[src/verilog/gpc_pkg.sv]
// package for the general purpose pin controller
// assumes a single 200 MHz core clock and plain control ports, no register bus
package gpc_pkg;

  // number of general purpose pins
  localparam int unsigned PIN_COUNT = 7;

  // core clock and interrupt sampling clock rates
  localparam int unsigned CORE_CLK_MHZ   = 200;
  localparam int unsigned SAMPLE_CLK_MHZ = 25;

  // core cycles per sampling tick (200 / 25 = 8)
  localparam int unsigned SAMPLE_DIV     = CORE_CLK_MHZ / SAMPLE_CLK_MHZ;
  localparam int unsigned SAMPLE_CNT_W   = $clog2(SAMPLE_DIV);

  // consecutive qualifying samples needed to recognise a level
  localparam int unsigned QUAL_SAMPLES   = 2;

  // direction encoding: one is output, zero is input
  localparam logic DIR_OUTPUT = 1'b1;
  localparam logic DIR_INPUT  = 1'b0;

  // buffer type encoding: one is open-drain, zero is push-pull
  localparam logic BUF_OPEN_DRAIN = 1'b1;
  localparam logic BUF_PUSH_PULL  = 1'b0;

  // output source select: two bits per pin, a from sel_a, b from sel_b
  typedef enum logic [1:0] {
    SRC_DATA = 2'b00,
    SRC_ALT0 = 2'b01,
    SRC_ALT1 = 2'b11,
    SRC_ALT2 = 2'b10
  } gpc_src_e;

  // reset values of the configuration state
  localparam logic [PIN_COUNT-1:0] RST_ZERO = 7'h00;

endpackage : gpc_pkg

[src/verilog/gpc_pin_controller.sv]
// seven general purpose pins shared with normal device functions, with
// per-pin direction, buffer type, source select and level interrupts
// assumes synchronous pin inputs and a configuration master on plain ports
//
// Behaviour
// - seven bidirectional pins, each configured by its own control bits
// - pin acts as general purpose only while its enable bit is set
// - input direction turns pull-up on; data reads live input level
// - output pins choose push-pull or open-drain per pin
// - open-drain drives low for data zero, undriven for data one
// - push-pull drives the data bit value onto the pin
// - output pins keep pull-up off, input buffer on; data reads pin
// - pull-up on only as general purpose input, unless normal function needs it
// - each pin has its own interrupt status bit, held set until cleared
// - enabled statuses combine into one pin interrupt signal
// - status sets on its event regardless of interrupt enable
// - level recognised after two consecutive 25 MHz samples
// - polarity one: high level triggers; zero: low level triggers
// - enabled pin output source chosen by two source select fields
// - buffer type applies to every output source
module gpc_pin_controller #(
  parameter int unsigned PINS = gpc_pkg::PIN_COUNT
) (
  input  wire logic            core_clk,
  input  wire logic            resetn,
  // configuration bits, one per pin, and a single data write strobe
  input  wire logic [PINS-1:0] pin_enable,
  input  wire logic [PINS-1:0] pin_direction,
  input  wire logic [PINS-1:0] pin_data_wr,
  input  wire logic            pin_data_wr_stb,
  input  wire logic [PINS-1:0] pin_buffer_type,
  input  wire logic [PINS-1:0] pin_irq_polarity,
  input  wire logic [PINS-1:0] pin_irq_enable,
  input  wire logic [PINS-1:0] pin_output_source_sel_a,
  input  wire logic [PINS-1:0] pin_output_source_sel_b,
  input  wire logic [PINS-1:0] pin_irq_status_clr,
  // normal and alternate functions feeding the shared pins
  input  wire logic [PINS-1:0] func_out,
  input  wire logic [PINS-1:0] func_oe,
  input  wire logic [PINS-1:0] func_pullup,
  input  wire logic [PINS-1:0] alt0_out,
  input  wire logic [PINS-1:0] alt1_out,
  input  wire logic [PINS-1:0] alt2_out,
  // pad side
  input  wire logic [PINS-1:0] pad_in,
  output logic      [PINS-1:0] pad_out,
  output logic      [PINS-1:0] pad_oe,
  output logic      [PINS-1:0] pad_pullup,
  // status
  output logic      [PINS-1:0] pin_data_rd,
  output logic      [PINS-1:0] pin_irq_status,
  output logic                 pin_irq
);

  ////////////////////////////////////////////////////////////////////////////
  // stored data bits

  logic [PINS-1:0] data_reg;

  // written value only steers the drivers; reads always see the pad
  always_ff @(posedge core_clk or negedge resetn)
  begin
    if (!resetn)
      data_reg <= gpc_pkg::RST_ZERO[PINS-1:0];
    else if (pin_data_wr_stb)
      data_reg <= pin_data_wr;
  end

  ////////////////////////////////////////////////////////////////////////////
  // pad drive selection

  logic [PINS-1:0] src_val;
  logic [PINS-1:0] oe_next;
  logic [PINS-1:0] out_next;
  logic [PINS-1:0] pu_next;

  // per-pin source mux, buffer type and pull-up choice
  always_comb
  begin
    for (int i = 0; i < PINS; i++)
    begin
      unique case (gpc_pkg::gpc_src_e'({pin_output_source_sel_b[i], pin_output_source_sel_a[i]}))
        gpc_pkg::SRC_DATA: src_val[i] = data_reg[i];
        gpc_pkg::SRC_ALT0: src_val[i] = alt0_out[i];
        gpc_pkg::SRC_ALT1: src_val[i] = alt1_out[i];
        gpc_pkg::SRC_ALT2: src_val[i] = alt2_out[i];
      endcase
      if (!pin_enable[i])
      begin
        // normal function keeps the pin
        out_next[i] = func_out[i];
        oe_next[i]  = func_oe[i];
        pu_next[i]  = func_pullup[i];
      end
      else if (pin_direction[i] == gpc_pkg::DIR_OUTPUT)
      begin
        pu_next[i] = 1'b0;
        if (pin_buffer_type[i] == gpc_pkg::BUF_OPEN_DRAIN)
        begin
          // open-drain: drive low only, release for one
          out_next[i] = 1'b0;
          oe_next[i]  = ~src_val[i];
        end
        else
        begin
          out_next[i] = src_val[i];
          oe_next[i]  = 1'b1;
        end
      end
      else
      begin
        out_next[i] = 1'b0;
        oe_next[i]  = 1'b0;
        pu_next[i]  = 1'b1;
      end
    end
  end

  // registered pad controls; reset leaves every pin released as input
  always_ff @(posedge core_clk or negedge resetn)
  begin
    if (!resetn)
    begin
      pad_out    <= gpc_pkg::RST_ZERO[PINS-1:0];
      pad_oe     <= gpc_pkg::RST_ZERO[PINS-1:0];
      pad_pullup <= gpc_pkg::RST_ZERO[PINS-1:0];
    end
    else
    begin
      pad_out    <= out_next;
      pad_oe     <= oe_next;
      pad_pullup <= pu_next;
    end
  end

  // data reads return the pad level whatever the direction
  always_ff @(posedge core_clk or negedge resetn)
  begin
    if (!resetn)
      pin_data_rd <= gpc_pkg::RST_ZERO[PINS-1:0];
    else
      pin_data_rd <= pad_in;
  end

  ////////////////////////////////////////////////////////////////////////////
  // 25 MHz sampling tick derived from the core clock

  logic [gpc_pkg::SAMPLE_CNT_W-1:0] tick_cnt_reg;
  logic                             tick;

  assign tick = (tick_cnt_reg == gpc_pkg::SAMPLE_CNT_W'(gpc_pkg::SAMPLE_DIV - 1));

  // free running divider; a tick every eighth core cycle
  always_ff @(posedge core_clk or negedge resetn)
  begin
    if (!resetn)
      tick_cnt_reg <= '0;
    else if (tick)
      tick_cnt_reg <= '0;
    else
      tick_cnt_reg <= tick_cnt_reg + 1'b1;
  end

  ////////////////////////////////////////////////////////////////////////////
  // level qualification and sticky status

  logic [PINS-1:0] active;
  logic [PINS-1:0] prev_active_reg;
  logic [PINS-1:0] qualified;

  // polarity picks which level counts as active
  assign active    = ~(pad_in ^ pin_irq_polarity);
  // two consecutive sampling edges both active; shorter glitches are lost
  assign qualified = {PINS{tick}} & active & prev_active_reg;

  always_ff @(posedge core_clk or negedge resetn)
  begin
    if (!resetn)
      prev_active_reg <= gpc_pkg::RST_ZERO[PINS-1:0];
    else if (tick)
      prev_active_reg <= active;
  end

  // set wins over a same-cycle clear so no event is lost
  always_ff @(posedge core_clk or negedge resetn)
  begin
    if (!resetn)
      pin_irq_status <= gpc_pkg::RST_ZERO[PINS-1:0];
    else
      pin_irq_status <= (pin_irq_status & ~pin_irq_status_clr) | qualified;
  end

  // enabled statuses merged onto the single interrupt line, one cycle behind
  always_ff @(posedge core_clk or negedge resetn)
  begin
    if (!resetn)
      pin_irq <= 1'b0;
    else
      pin_irq <= |(pin_irq_status & pin_irq_enable);
  end

endmodule // gpc_pin_controller

[config.mk]
export PLATFORM = sky130hd
export DESIGN_NAME = gpc_pin_controller
export DESIGN_NICKNAME = d
export VERILOG_FILES = /design/src/verilog/gpc_pkg.sv /design/src/verilog/gpc_pin_controller.sv
export SDC_FILE = /design/constraint.sdc
export NUM_CORES = 1
export LEC_CHECK = 0
export BUFFER_PORTS_ARGS = -buffer_cell sky130_fd_sc_hd__buf_2
export CAP_MARGIN = 20
export CORE_MARGIN = 2
export CORE_UTILIZATION = 45
export DETAILED_ROUTE_END_ITERATION = 8
export PLACE_DENSITY = 0.86
export SYNTH_ARGS = -nofsm -noshare
export SYNTH_HDL_FRONTEND = slang
export SYNTH_SLANG_ARGS = --single-unit
export TNS_END_PERCENT = 30
[constraint.sdc]
create_clock -name core_clk -period 4.1 [get_ports core_clk]
set_input_delay 0.615 -clock core_clk [delete_from_list [all_inputs] [get_ports core_clk]]
set_output_delay 0.615 -clock core_clk [all_outputs]
set_load 0.01 [all_outputs]
==> metrics.md, run 1 <==
| Metric | Value |
|---|---|
| Yosys cell types | 20 |
| Die area | roughly 5600 um^2 |
| RSZ-0062 raised after global routing | no |
| Power Density | approximately 350 nW/um^2 |
| Most instantiated cells after synthesis | dfrtp_1, inv_1, mux2i_1 |
| Nets | about 440 |
| CTS tree | built |
| Minimum clock period | approximately 1.6 ns |
| Combinational fraction of design power | 16.8% |
| Worst Setup Path Type | reg2reg |
| Synth top area share | 59.3% |
| WP data arrival | between 1.5 and 2 ns |
| Global route overflow | 0 |
| Peak fanout along the critical path | 15 |
| Total Wirelength | about 5300 um |
| DP HPWL | about 4400 um |
| Status | complete, no violations |
| Port buffer count | 150 |
| Cell internal power dissipation | 0.846 mW |
| Top cell type by total area after synthesis | dfrtp_1 |
| Placed Area | ~3000 um^2 |
| H-tree depth | 2 |
| Leak Pwr | about 1.8 nW |
| Core area | 4750 um^2 |
| Seq pwr share | between 50 and 60% |
| Num ports | between 150 and 200 |
| Mapped Area | ~2200 um^2 |
| Max-slew violation count | 0 |
| Final Hold Viols | 0 |
| Cell area after layout | 3180 um^2 |
| Vias in the first global route | approximately 1900 |
| Slew @ Worst Pin | between 0.6 and 0.7 ns |
| Fmax | 0.636 GHz |
| Clock skew | 0.00280 ns |
| Clk sinks | 53 |
| Antenna cells | 0 |
| VDD IR-drop max | 0.000173 V |
| Gr usage total | 19.6% |
| Placed Cells | ~380 |
| Post-synthesis net count | approximately 280 |
| Pre-CTS setup slack | approximately 2.5 ns |
| First-pass GRT wire length | between 8000 and 9000 um |
| Final design utilization | 66.8% |
| Final setup vio count | 0 |
| Fillers | a little over 400 |
| Post-CTS Resized | 0 |
| Sequential fraction of the synthesis area | 59.3% |
| Hold Crit Class | in2async |
| DIE HEIGHT | between 70 and 80 um |
| Die width | roughly 75 um |
| Remaining DRCs | 0 |
| Cell Rows | 25 |
| Layout cells sized above 1 | a little over half |
| Largest net degree at the start of global routing | between 50 and 60 |
| Post-Synthesis Cells | approximately 170 |
| Most frequent cell after synthesis | dfrtp_1 |
| Worst-case clock buffer depth | 2 |
| Vias | ~1900 |
| Num CTS Buffers | 5 |
| Root Driver | clkbuf_8 |
| Mean Syn Cell Area | about 13 um^2 |
| Sw power | between 0.2 and 0.3 mW |
| Hold slack | between 0.4 and 0.5 ns |
| Synth warn | 0 |
| Antenna violations before repair | 0 |
| Post-synthesis register bit count | 53 |
| Reg2reg setup slack | ~2.5 ns |
| Violation count after the first detailed-routing iteration | 37 |
| Post-synth EDFFs | 0 |
| Sw frac | between 20% and 30% |
| Top post-synthesis cells by area | dfrtp_1, mux2i_1, mux4_2, inv_1, mux2_2 |
| Main flop type after synthesis | dfrtp_1 |
| Synth async-reset ratio | 100% |
| Worst slew margin | approximately 57% |
| Starting Density | ~47% |
| Clock network power share | between 30% and 40% |
| CP Launch Type | register |
| Via density | ~4.8 |
| Setup Fix Bufs, Post-CTS | 0 |
| Post-route setup TNS | 0 ns |
| Routed WL per cell | around 14 um |
| Max cap viols | 0 |
| Worst-Skew Late Latency | approximately 0.30 ns |
| Post-route setup slack | approximately 2.5 ns |
| Antenna violation net count after detailed routing | 0 |
| Required @ worst endpoint | about 4.3 ns |
| Area growth syn-to-layout | 42.0% |
| DRT Pass-1 Iters | 4 |
| Final GP Congestion | between 0.7 and 0.8 |
| Crit share post-route | between 30% and 40% |
| Worst setup EP type | register |
| Final Non-Filler Cells | a little under 400 |
| # hold bufs at CTS | 0 |
| Total power | between 1 and 1.5 mW |
| CTS clock-pin slew for the worst setup and hold paths | 0.09 ns |
-- worst max-delay path: stages (launching register included) --
cell and delay, ns:
dfrtp_1 0.36, ha_1 0.15, ha_1 0.55, mux2_2 0.40
-- power groups by stage --
stage	clock, mW	combinational (mW)	sequential, mW
floorplan	0	0.0630	0.601
global placement	0	0.185	0.587
detailed placement	0	0.190	0.589
CTS	0.358	0.191	0.579
global route	0.384	0.208	0.583
finish	0.349	0.187	0.578
-- kinds of logic after synthesis --
group,Yosys count,share of synthesized area [%]
flops,53,59.3
buf+inv,30,5.15
simple gates,15,3.36
compound gates,24,8.33
mux,35,20.0
fa+ha+maj,2,1.12
xor+xnor,7,2.74
-- final cells by class --
cell class | count | area (um^2) | area share [%]
multi-input combinational | 83 | 796 | 25.0
clock inverter | 2 | 38.8 | 1.22
inverter | 27 | 101 | 3.19
timing repair buffer | 151 | 758 | 23.9
sequential | 53 | 1330 | 41.7
tap | 67 | 83.8 | 2.64
clock buffer | 6 | 72.6 | 2.28
-- path summary, 6_finish.rpt --
check,to,depth (start not counted),from
setup reg to reg,prev_active_reg[5],3,tick_cnt_reg[0]
setup / recovery,prev_active_reg[5],3,tick_cnt_reg[0]
hold / removal,pin_data_rd[6],2,resetn
hold reg to reg,tick_cnt_reg[0],1,tick_cnt_reg[0]
max in group asynchronous,data_reg[3],2,resetn
min in group core_clk,tick_cnt_reg[0],1,tick_cnt_reg[0]
-- layout by cell type, fill, tap and decap left out, drive strengths merged, types with 6 or more instances in the layout --
| master | count |
|---|---|
| mux2 | 8 |
| dfrtp | 53 |
| mux2i | 20 |
| a41o | 7 |
| nand2 | 6 |
| mux4 | 7 |
| xor2 | 6 |
| a31oi | 7 |
| clkbuf | 6 |
| buf | 151 |
| o22ai | 6 |
| inv | 27 |
| nor2b | 7 |
-- metal layers --
layer	global-route usage [%]	share of wire, %	vias to the layer above
li1	-	-	894
met1	20.2	35	855
met2	35.3	51	107
met3	9.76	12	6
met4	5.36	0.94	0
met5	0	0	-
(Power assumes the default switching activity.)
==> run 2: changes to the inputs <==
- CORE_UTILIZATION: 45 -> 37
- PLACE_DENSITY: 0.86 -> 0.75
- clock period: 4.1 -> 1.37 ns (I/O delays scaled with it)
==> run 2 against run 1 <==
  * Count of clock-buffer cells in the layout stayed put
  * Die area is 20% higher
  * Via count is 0.91% lower
  * Design area is 2.4% higher
  * Worst setup slack worse by 2.4 ns
  * Sequential power grew to 3.0 times the previous value
  * Clock power grew to 3.1 times the previous value
  * First-iteration DRC count is 2.7% higher
  * Total power grew to 3.0 times the previous value
  * Critical path depth is 2 higher
  * Highest routed layer unchanged
==> metrics.md, run 2 (synthesis results as in run 1) <==
| Metric | Value |
|---|---|
| Crit-path max cell delay | 0.39 ns (-0.16 ns) |
| Gr usage total | 15.7% (-3.9 points) |
| Antenna violation net count after detailed routing | 0 (unchanged) |
| CP Launch Type | register |
| Post-CTS Resized | 0 (unchanged) |
| Worst-Skew Late Latency | 0.30 ns (about the same) |
| Global route overflow | 0 (unchanged) |
| Starting Density | 38.0% (-9.0 points) |
| Final Hold Viols | 0 (unchanged) |
| Num CTS Buffers | 5 (unchanged) |
| Die area | 6680 um^2 (+20%) |
| First-pass GRT wire length | 7890 um (-3.1%) |
| Hold slack | 0.0332 ns (-0.386 ns) |
| Num ports | 151 (unchanged) |
| Cell internal power dissipation | 2.59 mW (+210%) |
| Peak fanout along the critical path | 8 (-7) |
| Max-slew violation count | 0 (unchanged) |
| DP HPWL | 4400 um (-1.1%) |
| Cell Rows | 28 (+12%) |
| Minimum clock period | 1.27 ns (-0.298 ns) |
| Worst path slowest cell | dfrtp_1 |
| Cell family with most CP delay | adder cells |
| Required @ worst endpoint | 1.54 ns (-2.75 ns) |
| Slew @ Worst Pin | 0.466 ns (-0.177 ns) |
| Port buffer count | 150 (unchanged) |
| Worst Setup SP | tick_cnt_reg[0] |
| Setup Fix Bufs, Post-CTS | 0 (unchanged) |
| Worst slew margin | 68.9% (+12 points) |
| Status | complete, no violations |
| DRT Pass-1 Iters | 4 (unchanged) |
| Clock skew | 0.00339 ns (+0.000590 ns) |
| Violation count after the first detailed-routing iteration | 38 (+2.7%) |
| Power Density | 1040 nW/um^2 (+200%) |
| Post-route setup TNS | 0 ns (unchanged) |
| Max cap viols | 0 (unchanged) |
| # hold bufs at CTS | 1 (+1) |
| Leak Pwr | 1.78 nW (+1.8%) |
| Antenna violations before repair | 0 (unchanged) |
| Routed WL per cell | 12.8 um (-6.7%) |
| Most frequent CP cell | ha_1 |
| Die width | 81.8 um (+9.7%) |
| Combinational fraction of design power | 17.0% (+0.2 points) |
| Crit share post-route | 92.9% (+55 points) |
| DIE HEIGHT | 81.8 um (+9.7%) |
| CP cell instances | ha_1 > ha_1 > buf_4 > nand2_1 > o22ai_1 |
| Via density | 4.60 (-3.9%) |
| Worst Setup Path Type | reg2reg |
| Fmax | 0.785 GHz (+23%) |
| Final setup vio count | 0 (unchanged) |
| Clock network power share | 31.9% (+0.6 points) |
| Worst r2r src | tick_cnt_reg[0] |
| FF-to-FF path depth | 5 (+2) |
| Antenna cells | 0 (unchanged) |
| Sw frac | 23.4% (-0.66 points) |
| H-tree depth | 2 (unchanged) |
| Met1 Routed Length | 1820 um (-3.2%) |
| Worst-case clock buffer depth | 2 (unchanged) |
| Worst Hold End | pin_data_rd[2] |
| Nets | 442 (+0.91%) |
| Reg2Reg Capture Point | pin_irq_status[3] |
| Most common cell after layout, fill and taps aside | buf_2 |
| Hold Path Origin | pad_in[2] |
| RSZ-0062 raised after global routing | no |
| Remaining DRCs | 0 (unchanged) |
| WHS Path Cells | 1 |
| Area growth syn-to-layout | 45.4% |
| Clk sinks | 53 (unchanged) |
| Total Wirelength | 5140 um (-3.9%) |
| WP data arrival | 1.45 ns (-0.31 ns) |
| Vias in the first global route | 1862 (-3.0%) |
| VDD IR-drop max | 0.000485 V (+180%) |
| Root Driver | clkbuf_8 |
| Placed Cells | 392 (+2.9%) |
| CTS clock-pin slew for the worst setup and hold paths | 0.09 ns (about the same) |
| Hold Crit Class | in2reg |
| Reg2reg setup slack | 0.1 ns (-2.43 ns) |
| Met3 WL | 662 um (+0.46%) |
| Sw power | 0.791 mW (+190%) |
| Vias | 1845 (-0.91%) |
| Worst setup EP type | register |
| Largest net degree at the start of global routing | 20 (-63%) |
| Final Non-Filler Cells | 401 (+3.1%) |
| Most frequent cells in the layout | buf_2, dfrtp_1, inv_1 |
| CTS tree | built |
| Max Used Layer | met4 |
| Worst Path Buf+Inv | 1 (+1) |
| Final GP Congestion | 0.721 (-9.8%) |
| Core area | 5890 um^2 (+24%) |
| Seq pwr share | 51.1% (-0.8 points) |
| Layout cells sized above 1 | 54.3% (+0.57 points) |
| DR WL met2 | 2570 um (-6.5%) |
## run 2: changes by cell type in the layout (fill, tap and decap cells not counted)
| cell | previous run | this run |
|---|---|---|
| dlygate4sd3_1 | 0 | 1 |
| clkbuf_8 | 5 | 6 |
| clkinv_4 | 1 | 0 |
| buf_4 | 1 | 2 |
| clkinvlp_4 | 0 | 1 |
| clkbuf_1 | 1 | 0 |
| buf_12 | 0 | 2 |
## run 2: power groups by stage
stage / registers (mW) / clock network (mW) / logic (mW)
finish: 1.73 / 1.08 / 0.574
global route: 1.74 / 1.20 / 0.643
CTS: 1.73 / 1.13 / 0.587
detailed placement: 1.76 / 0 / 0.583
global placement: 1.76 / 0 / 0.569
floorplan: 1.80 / 0 / 0.188
## run 2: through the flow
| step | setup WS [ns] | area (um^2) | power [mW] | util [%] |
|---|---|---|---|---|
| 4_1_cts | 0.0870 | 3250 | 3.45 | 55.3 |
| 3_3_place_gp | 0.153 | 3120 | 2.32 | 53.1 |
| 3_5_place_dp | 0.101 | 3120 | 2.34 | 53.1 |
| 6_report | 0.0968 | 3250 | 3.38 | 55.3 |
| 5_1_grt | 0.0257 | 3250 | 3.58 | 55.3 |
| 2_1_floorplan | 0.0812 | 2240 | 1.99 | - |
## run 2: per-layer routing
layer,vias up,track usage [%]
met5,-,0
met2,105,28.9
met3,7,7.03
met1,829,15.6
met4,0,5.50
li1,904,-
## run 2: worst max path at each step
| stage | to | slack (ns) | depth (start not counted) |
|---|---|---|---|
| after floorplan | pin_irq_status[0] | 0.08 | 6 |
| after global placement | pad_out[6] | 0.15 | 2 |
| after detailed placement | pin_irq_status[3] | 0.10 | 5 |
| after CTS | pin_irq_status[3] | 0.09 | 5 |
| after global routing | pin_irq_status[6] | 0.03 | 5 |
| final | pin_irq_status[3] | 0.1 | 5 |
## run 2: layout make-up
cell class	instances	area [um^2]
multi-input combinational	83	796
inverter	27	101
tap	75	93.8
sequential	53	1330
clock buffer	6	82.6
timing repair buffer	155	816
fill	532	2630
clock inverter	2	37.5
## run 2: worst register-to-register path, stage by stage (launching register included)
cell and delay, ns:
dfrtp_1 0.39, ha_1 0.20, ha_1 0.24, buf_4 0.19, nand2_1 0.07, o22ai_1 0.06
